===== src/rtl/scs_regs.vh =====
`ifndef SCS_REGS_VH
`define SCS_REGS_VH
// Register indices
`define SCS_IDX_POWER_RESET 8'h06
`define SCS_IDX_SERIAL_CONFIG 8'h07
`define SCS_IDX_OPERATION_CONTROL 8'h09
`define SCS_IDX_INTERNAL_TWO 8'h02
`define SCS_IDX_POWER_CONTROL 8'h0A
`define SCS_IDX_POWER_STATUS 8'h0B
// Reset values
`define SCS_RST_POWER_RESET 8'h00
`define SCS_RST_SERIAL_CONFIG 8'hAA
`define SCS_RST_OPERATION_CONTROL 8'h02
`define SCS_RST_INTERNAL_TWO 8'h00
`define SCS_RST_POWER_CONTROL 8'h00
// Bus addresses chosen by the strap
`define SCS_ADDR_STRAP_LOW 7'h55
`define SCS_ADDR_STRAP_HIGH 7'h33
// Field positions
`define SCS_BIT_SENSOR_RESET 0
`define SCS_BIT_POWER_OFF 1
`define SCS_BIT_SOFT_RESET 0
`define SCS_BIT_MULTI_WRITE 0
`define SCS_BIT_READY 0
// Power-up settle time
`define SCS_READY_US 2000
`define SCS_CLK_MHZ 100
`define SCS_READY_CYCLES (`SCS_READY_US * `SCS_CLK_MHZ)
`endif


===== src/rtl/scs_sync.v =====
`timescale 1ns/1ps
// Two-stage synchroniser for one pin level
module scs_sync (
    // Clock and reset
    input wire core_clk_in,
    input wire nrst_in,
    // Level
    input wire pin_in,
    output reg level_out
);
reg stage_one;

always @(posedge core_clk_in) begin
    if (!nrst_in) begin
        // Track the pin in reset so the strap is valid at release
        stage_one <= pin_in;
        level_out <= stage_one;
    end else begin
        stage_one <= pin_in;
        level_out <= stage_one;
    end
end
endmodule // scs_sync


===== src/rtl/scs_serial_ctrl.v =====
// Operation
// Start is data falling while clock is high.
// Stop is data rising while clock is high.
// Strap low gives address 1010101, high gives 0110011, caught at reset.
// Writing the bus address field replaces the responding address.
// Acknowledge holds data low across the whole high clock phase.
// Master changes data only while clock is low, except start/stop.
// Bytes are eight bits, MSB first, each followed by acknowledge.
// Write: address+W, index, data, each acknowledged; stop or start ends.
// Read: index write, repeated start, address+R, one byte, master nacks.
// Multi-write bit allows several register writes in one transfer.
// In multi-write the index increments after each acknowledged data byte.
// Slave only: never drives the clock nor starts transfers.
// Serial clock times only the interface; all else on master clock.
// Reset at power on, reset pin low, or sensor reset bit written.
// Soft reset bit resets every timing and control state machine.
// Power down by pin high or bit; power up by pin low or bit.
// Ready status bit shows when powered up; no capture before it.
// Master writes 01 to internal two, then 82 to power control.
// Master writes 86 power control, 07 op control, 00 internal two.
// No acknowledge when the received address does not match.
// Power/reset register sits at index 06h and resets to 00h.
//
// The plain strobed port and the register offsets other than the power/reset index are this design's own decisions.
`timescale 1ns/1ps
`include "scs_regs.vh"
module scs_serial_ctrl #(
    parameter READY_CYCLES = `SCS_READY_CYCLES
) (
    // Clock and reset
    input wire core_clk_in,
    input wire nrst_in,
    // Serial pins
    input wire scl_in,
    input wire sda_in,
    output reg sda_out,
    output reg sda_oe_out,
    // Straps and control pins
    input wire addr_sel_in,
    input wire reset_pin_n_in,
    input wire power_down_pin_in,
    // Local register port
    input wire [7:0] addr_in,
    input wire [7:0] wdata_in,
    input wire wr_in,
    input wire rd_in,
    output reg [7:0] rdata_out,
    // Sensor control
    output reg sensor_reset_out,
    output reg seq_reset_out,
    output reg powered_down_out,
    output reg ready_out,
    output reg capture_allow_out
);

////////////////////////////////////////////////////////////////////////
// Pin synchronisers; serial clock is only sampled, never a clock
wire scl_s;
wire sda_s;
wire sel_s;
wire rstp_s;
wire pdp_s;

scs_sync u_sync_scl (.core_clk_in(core_clk_in), .nrst_in(nrst_in),
    .pin_in(scl_in), .level_out(scl_s));
scs_sync u_sync_sda (.core_clk_in(core_clk_in), .nrst_in(nrst_in),
    .pin_in(sda_in), .level_out(sda_s));
scs_sync u_sync_sel (.core_clk_in(core_clk_in), .nrst_in(nrst_in),
    .pin_in(addr_sel_in), .level_out(sel_s));
scs_sync u_sync_rst (.core_clk_in(core_clk_in), .nrst_in(nrst_in),
    .pin_in(reset_pin_n_in), .level_out(rstp_s));
scs_sync u_sync_pd (.core_clk_in(core_clk_in), .nrst_in(nrst_in),
    .pin_in(power_down_pin_in), .level_out(pdp_s));

reg scl_d;
reg sda_d;
wire scl_rise = scl_s & ~scl_d;
wire scl_fall = ~scl_s & scl_d;
wire start_det = scl_s & scl_d & sda_d & ~sda_s;
wire stop_det = scl_s & scl_d & ~sda_d & sda_s;

////////////////////////////////////////////////////////////////////////
// Registers
reg [7:0] power_reset_reg;
reg [7:0] serial_config_reg;
reg [7:0] operation_control_reg;
reg [7:0] internal_reg_two;
reg [7:0] power_control_reg;
reg strap_taken;
wire [6:0] bus_address_field = serial_config_reg[7:1];
wire multi_write_enable = serial_config_reg[`SCS_BIT_MULTI_WRITE];
wire power_off_bit = power_reset_reg[`SCS_BIT_POWER_OFF];

// Serial write request into the register file
reg ser_wr;
reg [7:0] ser_idx;
reg [7:0] ser_data;

// Register read mux shared by local port and serial reads
function [7:0] reg_read;
    input [7:0] idx;
    begin
        case (idx)
            `SCS_IDX_POWER_RESET: reg_read = power_reset_reg;
            `SCS_IDX_SERIAL_CONFIG: reg_read = serial_config_reg;
            `SCS_IDX_OPERATION_CONTROL: reg_read = operation_control_reg;
            `SCS_IDX_INTERNAL_TWO: reg_read = internal_reg_two;
            `SCS_IDX_POWER_CONTROL: reg_read = power_control_reg;
            `SCS_IDX_POWER_STATUS: reg_read = {7'h00, ready_out};
            default: reg_read = 8'h00;
        endcase
    end
endfunction

// Serial write wins over a local write in the same cycle
wire do_wr = ser_wr | wr_in;
wire [7:0] wr_idx = ser_wr ? ser_idx : addr_in;
wire [7:0] wr_val = ser_wr ? ser_data : wdata_in;
wire write_sensor_reset = do_wr && wr_idx == `SCS_IDX_POWER_RESET &&
    wr_val[`SCS_BIT_SENSOR_RESET];
wire write_soft_reset = do_wr && wr_idx == `SCS_IDX_OPERATION_CONTROL &&
    wr_val[`SCS_BIT_SOFT_RESET];

always @(posedge core_clk_in) begin
    if (!nrst_in) begin
        power_reset_reg <= `SCS_RST_POWER_RESET;
        serial_config_reg <= `SCS_RST_SERIAL_CONFIG;
        operation_control_reg <= `SCS_RST_OPERATION_CONTROL;
        internal_reg_two <= `SCS_RST_INTERNAL_TWO;
        power_control_reg <= `SCS_RST_POWER_CONTROL;
        strap_taken <= 1'b0;
        rdata_out <= 8'h00;
    end else begin
        // Strap caught once after release, then software may override
        if (!strap_taken) begin
            strap_taken <= 1'b1;
            serial_config_reg[7:1] <= sel_s ? `SCS_ADDR_STRAP_HIGH :
                `SCS_ADDR_STRAP_LOW;
        end
        if (do_wr) begin
            case (wr_idx)
                `SCS_IDX_POWER_RESET: power_reset_reg <= wr_val;
                `SCS_IDX_SERIAL_CONFIG: serial_config_reg <= wr_val;
                `SCS_IDX_OPERATION_CONTROL: operation_control_reg <= wr_val;
                `SCS_IDX_INTERNAL_TWO: internal_reg_two <= wr_val;
                `SCS_IDX_POWER_CONTROL: power_control_reg <= wr_val;
                default: ;
            endcase
        end
        // Reset bits act as strobes and do not stay set
        if (write_sensor_reset)
            power_reset_reg[`SCS_BIT_SENSOR_RESET] <= 1'b0;
        if (write_soft_reset)
            operation_control_reg[`SCS_BIT_SOFT_RESET] <= 1'b0;
        rdata_out <= rd_in ? reg_read(addr_in) : 8'h00;
    end
end

////////////////////////////////////////////////////////////////////////
// Reset, power-down and ready
reg [31:0] ready_cnt;
reg sensor_reset_pend;

always @(posedge core_clk_in) begin
    if (!nrst_in) begin
        sensor_reset_out <= 1'b1;
        seq_reset_out <= 1'b1;
        powered_down_out <= 1'b0;
        ready_out <= 1'b0;
        capture_allow_out <= 1'b0;
        ready_cnt <= 32'h00000000;
        sensor_reset_pend <= 1'b0;
    end else begin
        sensor_reset_pend <= write_sensor_reset;
        sensor_reset_out <= ~rstp_s | sensor_reset_pend;
        seq_reset_out <= ~rstp_s | sensor_reset_pend |
            write_soft_reset;
        powered_down_out <= pdp_s | power_off_bit;
        if (pdp_s | power_off_bit) begin
            ready_cnt <= 32'h00000000;
            ready_out <= 1'b0;
        end else if (ready_cnt >= READY_CYCLES - 1) begin
            ready_out <= 1'b1;
        end else begin
            ready_cnt <= ready_cnt + 32'h00000001;
        end
        capture_allow_out <= ready_out & ~(pdp_s | power_off_bit) &
            rstp_s;
    end
end

////////////////////////////////////////////////////////////////////////
// Serial slave engine; only the data line is ever driven
localparam ST_IDLE = 6'h01;
localparam ST_ADDR = 6'h02;
localparam ST_INDEX = 6'h04;
localparam ST_DATA = 6'h08;
localparam ST_SEND = 6'h10;
localparam ST_WAITM = 6'h20;

reg [5:0] state;
reg [7:0] shift;
reg [3:0] bit_cnt;
reg in_ack;
reg ack_drive;
reg reading;
reg [7:0] tx;

always @(posedge core_clk_in) begin
    if (!nrst_in) begin
        scl_d <= 1'b1;
        sda_d <= 1'b1;
        state <= ST_IDLE;
        shift <= 8'h00;
        bit_cnt <= 4'h0;
        in_ack <= 1'b0;
        ack_drive <= 1'b0;
        reading <= 1'b0;
        tx <= 8'h00;
        ser_wr <= 1'b0;
        ser_idx <= 8'h00;
        ser_data <= 8'h00;
        sda_out <= 1'b0;
        sda_oe_out <= 1'b0;
    end else begin
        scl_d <= scl_s;
        sda_d <= sda_s;
        ser_wr <= 1'b0;
        sda_out <= 1'b0;
        if (stop_det) begin
            state <= ST_IDLE;
            sda_oe_out <= 1'b0;
            in_ack <= 1'b0;
        end else if (start_det) begin
            state <= ST_ADDR;
            bit_cnt <= 4'h0;
            in_ack <= 1'b0;
            sda_oe_out <= 1'b0;
        end else if (scl_rise && !in_ack && state != ST_IDLE &&
                state != ST_SEND) begin
            // Sample on rising edge; master holds data while high
            shift <= {shift[6:0], sda_s};
            bit_cnt <= bit_cnt + 4'h1;
        end else if (scl_rise && state == ST_SEND && in_ack) begin
            // Master acknowledge: low continues, high (nack) ends
            if (sda_s)
                state <= ST_WAITM;
            else
                tx <= reg_read(ser_idx + 8'h01);
        end else if (scl_fall) begin
            if (in_ack) begin
                // Acknowledge slot finished; release line after low edge
                in_ack <= 1'b0;
                bit_cnt <= 4'h0;
                sda_oe_out <= 1'b0;
                if (state == ST_SEND) begin
                    ser_idx <= ser_idx + 8'h01;
                    sda_oe_out <= ~tx[7];
                    shift <= {tx[6:0], 1'b0};
                    bit_cnt <= 4'h1;
                end else if (ack_drive && reading && state != ST_WAITM) begin
                    // Master nack parks in wait; never resume sending
                    state <= ST_SEND;
                    sda_oe_out <= ~tx[7];
                    shift <= {tx[6:0], 1'b0};
                    bit_cnt <= 4'h1;
                end else if (!ack_drive) begin
                    state <= ST_WAITM;
                end
            end else if (state == ST_SEND) begin
                if (bit_cnt == 4'h8) begin
                    // Release for master acknowledge
                    sda_oe_out <= 1'b0;
                    in_ack <= 1'b1;
                end else begin
                    sda_oe_out <= ~shift[7];
                    shift <= {shift[6:0], 1'b0};
                    bit_cnt <= bit_cnt + 4'h1;
                end
            end else if (bit_cnt == 4'h8 && state != ST_IDLE &&
                    state != ST_WAITM) begin
                // Eighth bit done: decide on acknowledge
                in_ack <= 1'b1;
                ack_drive <= 1'b0;
                case (state)
                    ST_ADDR: begin
                        if (shift[7:1] == bus_address_field) begin
                            ack_drive <= 1'b1;
                            sda_oe_out <= 1'b1;
                            reading <= shift[0];
                            tx <= reg_read(ser_idx);
                            if (!shift[0])
                                state <= ST_INDEX;
                        end
                        // Mismatch leaves line released
                    end
                    ST_INDEX: begin
                        ser_idx <= shift;
                        ack_drive <= 1'b1;
                        sda_oe_out <= 1'b1;
                        state <= ST_DATA;
                    end
                    default: begin
                        ack_drive <= 1'b1;
                        sda_oe_out <= 1'b1;
                        ser_wr <= 1'b1;
                        ser_data <= shift;
                        // Without multi-write further bytes are refused
                        if (multi_write_enable)
                            state <= ST_DATA;
                        else
                            state <= ST_WAITM;
                    end
                endcase
            end
        end
        // Advance index once the accepted byte has been written
        if (ser_wr && multi_write_enable)
            ser_idx <= ser_idx + 8'h01;
    end
end

endmodule // scs_serial_ctrl


===== config.mk =====
export PLATFORM = sky130hd
export DESIGN_NAME = scs_serial_ctrl
export DESIGN_NICKNAME = d
export VERILOG_FILES = /design/src/rtl/scs_sync.v /design/src/rtl/scs_serial_ctrl.v
export VERILOG_INCLUDE_DIRS = /design/src /design/src/rtl
export SDC_FILE = /design/constraint.sdc
export NUM_CORES = 1
export LEC_CHECK = 0
export BUFFER_PORTS_ARGS = -buffer_cell sky130_fd_sc_hd__clkbuf_2
export CAP_MARGIN = 20
export CELL_PAD_IN_SITES_DETAIL_PLACEMENT = 0
export CELL_PAD_IN_SITES_GLOBAL_PLACEMENT = 2
export CORE_MARGIN = 2
export CORE_UTILIZATION = 39
export CTS_BUF_LIST = sky130_fd_sc_hd__clkbuf_4 sky130_fd_sc_hd__clkbuf_8
export DETAILED_ROUTE_END_ITERATION = 8
export GPL_TIMING_DRIVEN = 0
export PLACE_DENSITY_LB_ADDON = 0.1
export SLEW_MARGIN = 20
export SYNTH_ARGS = -nofsm -noshare
export SYNTH_HDL_FRONTEND = slang
export SYNTH_SLANG_ARGS = --single-unit

===== constraint.sdc =====
create_clock -name core_clk_in -period 2.7 [get_ports core_clk_in]
set_input_delay 0.135 -clock core_clk_in [delete_from_list [all_inputs] [get_ports core_clk_in]]
set_output_delay 0.135 -clock core_clk_in [all_outputs]
set_load 0.05 [all_outputs]

# Word-level counts from Yosys, hierarchy flattened
# Cells that the tools add are included.
[word_totals]
register_bits = 146
inputBits = 25
out_inout_bits = 15
[op_classes]
add_sub_neg = 3
n_lt_le_gt_ge = 1
eq_ne = 55
n_mux = 76
bitwise = 31
reduce_logical = 55
[op_table]
columns = ["operator", "count"]
rows = [
  ["2-to-1 mux 8 bit", 31],
  ["case mux 8 bit (6 select lines)", 3],
  ["== test 8 x 4 -> 1 bit (second input constant)", 11],
  ["2-to-1 mux 6 bit", 12],
  ["== test 8 x 3 -> 1 bit (second input constant)", 8],
  ["adder 32 x 1 -> 32 bit (second input constant)", 1],
  ["== test 8 x 2 -> 1 bit (second input constant)", 4],
  ["greater-or-equal comparator 32 x 18 -> 1 bit (second input constant)", 1],
  ["2-to-1 mux 4 bit", 7],
  ["AND reduction 8 bit", 3],
  ["nonzero test 3 bit", 8],
  ["AND reduction 10 bit", 2],
  ["2-to-1 mux 1 bit", 18],
  ["NOT 1 bit", 18],
  ["AND reduction 9 bit", 2],
  ["!= test 4 bit (second input constant)", 4],
  ["logical AND 1 bit", 14],
  ["2-to-1 mux 7 bit", 2],
  ["!= test 2 x 1 -> 1 bit (second input constant)", 6],
  ["case mux 6 bit (2 select lines)", 1],
  ["AND reduction 2 bit", 6],
  ["nonzero test 2 bit", 6],
  ["!= test 5 bit (second input constant)", 2],
  ["AND reduction 5 bit", 2],
  ["other kinds (26)", 49],
]

# Logic depth before layout (Yosys ltp)
[logic_depth]
ltp_word = 12
ltp_mapped = 10
mapped_depth_nobuf = 8

# Cells and area by module
# Synthesis repeated with hierarchy kept, for this count alone.
[unflattened]
hier_cells = 851
area_unflattened_um2 = 7283.2
[by_module_without_submodules]
columns = ["module", "n_inst", "cells_each", "area_each_um2", "seq_area_each_um2"]
rows = [
  ["scs_serial_ctrl", 1, 841, 7083.0, 2722.6],
  ["scs_sync", 5, 2, 40.0, 40.0],
]

# Worst setup path before layout
# Ideal clock, no wire load.
[synth_path]
path_kind = "register to register"
from = "reg ser_idx[1]"
to = "reg tx[6]"
t_arrival_ps = 2041
required_time_ps = 2630
path_slack_ps = 589
stages_incl_launch_ff = 9
n_path_buf = 1
period_less_slack_ps = 2111
path_cell_list = "dfxtp_1 ha_1 clkbuf_1 a31oi_1 a21oi_1 o41ai_1 o2111ai_1 a311o_1 a21oi_1"
[synth_via]
elab_chain_cells = 9
[synth_lines]
columns = ["item", "line", "rtl"]
rows = [
  ["from (decl)", "scs_serial_ctrl.v:96", "reg [7:0] ser_idx;"],
  ["from (signal assigned)", "scs_serial_ctrl.v:257", "ser_idx <= ser_idx + 8'h01;"],
  ["from (signal assigned)", "scs_serial_ctrl.v:298", "ser_idx <= shift;"],
  ["from (signal assigned)", "scs_serial_ctrl.v:319", "ser_idx <= ser_idx + 8'h01;"],
  ["branches (longest 8 deep; another with adder 8 x 1 -> 8 bit)", "-", ""],
  ["2-to-1 mux 8 bit *", "scs_serial_ctrl.v:244", "end else if (scl_rise && state == ST_SEND && in_ack) begin"],
  ["to (signal assigned)", "scs_serial_ctrl.v:249", "tx <= reg_read(ser_idx + 8'h01);"],
  ["to (signal assigned)", "scs_serial_ctrl.v:291", "tx <= reg_read(ser_idx);"],
  ["to (decl)", "scs_serial_ctrl.v:207", "reg [7:0] tx;"],
]
# Mark *: on every way between the ends. The select of a mux whose other input is x is not followed.
# A chain may end at the register's enable or synchronous reset.

# Worst setup path in the final report
[layout_path]
from = "reg state[0]"
to = "reg state[5]"
[layout_via]
elab_chain_cells = 7
[layout_lines]
columns = ["item", "line", "rtl"]
rows = [
  ["from (decl)", "scs_serial_ctrl.v:201", "reg [5:0] state;"],
  ["from (signal assigned)", "scs_serial_ctrl.v:213", "state <= ST_IDLE;"],
  ["from (signal assigned)", "scs_serial_ctrl.v:231", "state <= ST_IDLE;"],
  ["from (signal assigned)", "scs_serial_ctrl.v:235", "state <= ST_ADDR;"],
  ["== test 6 x 3 -> 1 bit, or another cell as far along", "scs_serial_ctrl.v:285", "case (state)"],
  ["case mux 6 bit (2 select lines) or logical AND 1 bit (tied branches)", "scs_serial_ctrl.v:285, scs_serial_ctrl.v:261", ""],
  ["2-to-1 mux 6 bit (on tied branches)", "scs_serial_ctrl.v:280, scs_serial_ctrl.v:261", ""],
  ["2-to-1 mux 6 bit (on tied branches)", "scs_serial_ctrl.v:270, scs_serial_ctrl.v:256", ""],
  ["2-to-1 mux 6 bit", "scs_serial_ctrl.v:251", "if (in_ack) begin"],
  ["2-to-1 mux 6 bit", "scs_serial_ctrl.v:250", "end else if (scl_fall) begin"],
  ["2-to-1 mux 6 bit", "scs_serial_ctrl.v:244", ""],
]
# Parallel ways exist; a longest one is shown, timed or not. The select of a mux whose other input is x is not followed.

==> flow_summary.json <==
{
  "combPwrFrac_pct": 5.1,
  "critPathLaunchType": "flop",
  "cp_max_fo": 8,
  "critPathSlowestCell": "a2111oi_4",
  "gr-total-overflow": 0,
  "slew_viol_final": 0,
  "grt_pass1_vias": 6438,
  "synth_common_cells": "dfxtp_1 (146), nor2_1 (92), nand2_1 (88)",
  "cts_buffer_depth": 2,
  "hold_viol_final": 0,
  "synth_cell_type_count": 68,
  "die_y_microns": 141,
  "die_area_sq_um": 19800,
  "end_kind": "flop",
  "netlist_area_sq_um": 7290,
  "syn_inst": 847,
  "grt_max_degree": 17,
  "ys_ff_latch": 146,
  "start_util_pct": 39.4,
  "p_per_area_nw_per_um2": 517,
  "ys_warn_count": 0,
  "drt_wl_total_microns": 23300,
  "pwr-share-clk_pct": 44.0,
  "clock_sinks": 146,
  "yosys.area.top_type_share_pct": 40.1,
  "drt-initial-drc-count": 540,
  "syn_area_per_cell_sq_um": 8.61,
  "yosysTopAreaCell": "dfxtp_1",
  "peakVddDrop_uv": 313,
  "cts_buffers": 17,
  "clkTransAtPathRegs_ps": 90,
  "seq_area_frac_synth_pct": 40.1,
  "synth_edf_count": 0,
  "postCtsSetupBuffers": 0,
  "timing.fmax_mhz": 393,
  "setup_tns_ps": 0,
  "portBuffers": 38,
  "p_sw_mw": 1.10,
  "io_pins": 40,
  "clk_latency_ps": 450,
  "antenna_found_initial": 0,
  "multiInputGateArea_sq_um": 4180,
  "cts_tree": "built",
  "fin_nets": 942,
  "fin_crit_sh_pct": 94.2,
  "largest-register": "ready_cnt",
  "final-seq-area_sq_um": 2920,
  "cap_viol_max_count": 0,
  "wl_per_cell_microns": 20.1,
  "design_area_sq_um": 8370,
  "cp_slowest_stage_delay_ps": 560,
  "post_drt_via_cell_ratio": 5.63,
  "min_period_ps": 2540,
  "setup_viol": 0,
  "worstMarginPinSlew_ps": 1100,
  "area_delta_synth_final_pct": 14.8,
  "dpl.hpwl_microns": 16900,
  "dpl_cell_area_sq_um": 7780,
  "finClkSkew_ps": 9.15,
  "path_class": "flop to flop",
  "crit_buf_inv": 1,
  "seqPwrFrac_pct": 50.9,
  "path_cells": "buf_2, nor3b_1, and4_1, a32oi_1, a2111oi_4, mux2i_1, nor2_1",
  "num_vias": 6522,
  "final_antenna_net_count": 0,
  "p_int_mw": 3.23,
  "fill_cells": 1825,
  "die_w_microns": 141,
  "crit_family": "simple AND/OR/NAND/NOR gates",
  "drive_above_1_share_pct": 12.8,
  "yosys-top-cells-area": "dfxtp_1 (40%), mux2i_1 (9.9%), nor2_1 (4.7%)",
  "hold_class": "primary input to flop",
  "cp.arrival_ps": 2880,
  "rows": 50,
  "core_sq_um": 18500,
  "drcViolationCount": 0,
  "p_leak_nw": 3.35,
  "slew_headroom_pct": 26.3,
  "netSwitchingFraction_pct": 25.4,
  "status": "complete, no violations",
  "clockRootBuffer": "clkbuf_8",
  "async_flop_share_pct": 0,
  "yosysMostFrequentCell": "dfxtp_1",
  "ys.flop_type": "dfxtp_1",
  "synth_nets": 879,
  "drt_pre_antenna_iters": 6,
  "rsz0062_at_grt": "false",
  "grt_usage_pct": 23.9,
  "largest_reg_flops": 32,
  "critPathRequiredTime_ps": 3040,
  "h-tree-depth": 4,
  "grt_pass1_wl_microns": 36800,
  "gp_congestion": 0.903
}
[routing by layer]
layer / routed length, microns / vias up / track usage, %
li1: - / 3186 / -
met5: 0 / - / 0
met1: 10900 / 3093 / 32.7
met3: 1250 / 30 / 4.35
met2: 10700 / 213 / 38.4
met4: 388 / 0 / 7.53
[path summary, 6_finish.rpt]
check / start / to / slack, ps / depth (start not counted)
worst max-delay path: state[0] / state[5] / 160 / 7
worst min-delay path: wdata_in[6] / serial_config_reg[6] / 130 / 3
worst min register to register: u_sync_rst.stage_one / u_sync_rst.level_out / 330 / 0
worst max register to register: state[0] / state[5] / 160 / 7
[through the flow]
stage | util [%] | hold slack, ps | total power, mW | std cells | worst slack [ps]
5_1_grt | 45.2 | 141 | 4.49 | 1157 | 23.5
3_5_place_dp | 42.0 | 239 | 2.46 | 1119 | -224
6_report | 45.2 | 133 | 4.33 | 1159 | 158
2_1_floorplan | - | 163 | 2.37 | 847 | 589
3_3_place_gp | 42.0 | 239 | 2.46 | 1119 | -212
4_1_cts | 44.8 | 113 | 4.37 | 1158 | 33.2
[cell usage in the layout (no fill, tap or decap), types with 4 or more instances in the layout]
cell / netlist / layout
a211oi_1: 10 / 10
a21oi_1: 50 / 50
a222oi_1: 9 / 9
a22o_1: 12 / 12
a22oi_1: 8 / 8
a311o_1: 7 / 7
a31oi_1: 4 / 4
and2_1: 4 / 4
and3_1: 31 / 31
and4_1: 5 / 5
buf_2: 8 / 8
clkbuf_1: 36 / 32
clkbuf_2: 0 / 42
clkbuf_8: 0 / 19
dfxtp_1: 146 / 146
dlygate4sd3_1: 0 / 7
ha_1: 7 / 7
inv_1: 12 / 12
inv_6: 0 / 4
mux2_2: 10 / 10
mux2i_1: 72 / 72
nand2_1: 88 / 88
nand2b_1: 8 / 8
nand3_1: 31 / 31
nand4_1: 13 / 13
nor2_1: 92 / 92
nor2b_1: 28 / 28
nor3_1: 7 / 6
nor4_1: 8 / 7
o21ai_0: 31 / 31
o22ai_1: 7 / 7
o2bb2ai_1: 7 / 7
xor2_1: 27 / 25
[worst register-to-register path, delay by kind of cell (launching register included)]
family | cells | cell delay (ps)
AOI/OAI and AO/OA | 2 | 720
buffers and inverters | 1 | 170
DFF | 1 | 300
muxes | 1 | 270
and+or+nand+nor | 3 | 980
[repair_timing]
item	in CTS	in global routing
resized for setup	3	15
setup endpoints to repair	8	17
cloned	0	0
hold endpoints to repair	7	0
hold buffers	7	0
[cell families (layout without fill, tap and decap cells)]
family	count (synthesis)	in the layout	synth area share, %
simple gates	337	337	22.8
compound gates	178	178	17.0
flops	146	146	40.1
mux	82	82	11.4
buf+inv	65	141	3.74
xor+xnor	31	31	3.72
fa+ha+maj	7	7	1.20
other cells	1	3	0.0514
[cell type report]
| cell class | count | area share [%] |
|---|---|---|
| multi-input combinational | 636 | 50.0 |
| sequential | 146 | 34.9 |
| tap | 234 | 3.50 |
| clock buffer | 19 | 3.12 |
| timing repair buffer | 45 | 3.11 |
| buffer | 51 | 2.69 |
| clock inverter | 13 | 2.08 |
| inverter | 13 | 0.583 |
| antenna | 2 | 0.0598 |
[power groups by stage]
stage	Combinational [mW]	Clock (mW)	Sequential (mW)
2_1_floorplan	0.121	0	2.25
5_1_grt	0.238	2.05	2.21
3_5_place_dp	0.209	0	2.25
4_1_cts	0.218	1.95	2.20
6_report	0.219	1.91	2.20
3_3_place_gp	0.206	0	2.25
Note: power is estimated with default switching activity, not from simulation.
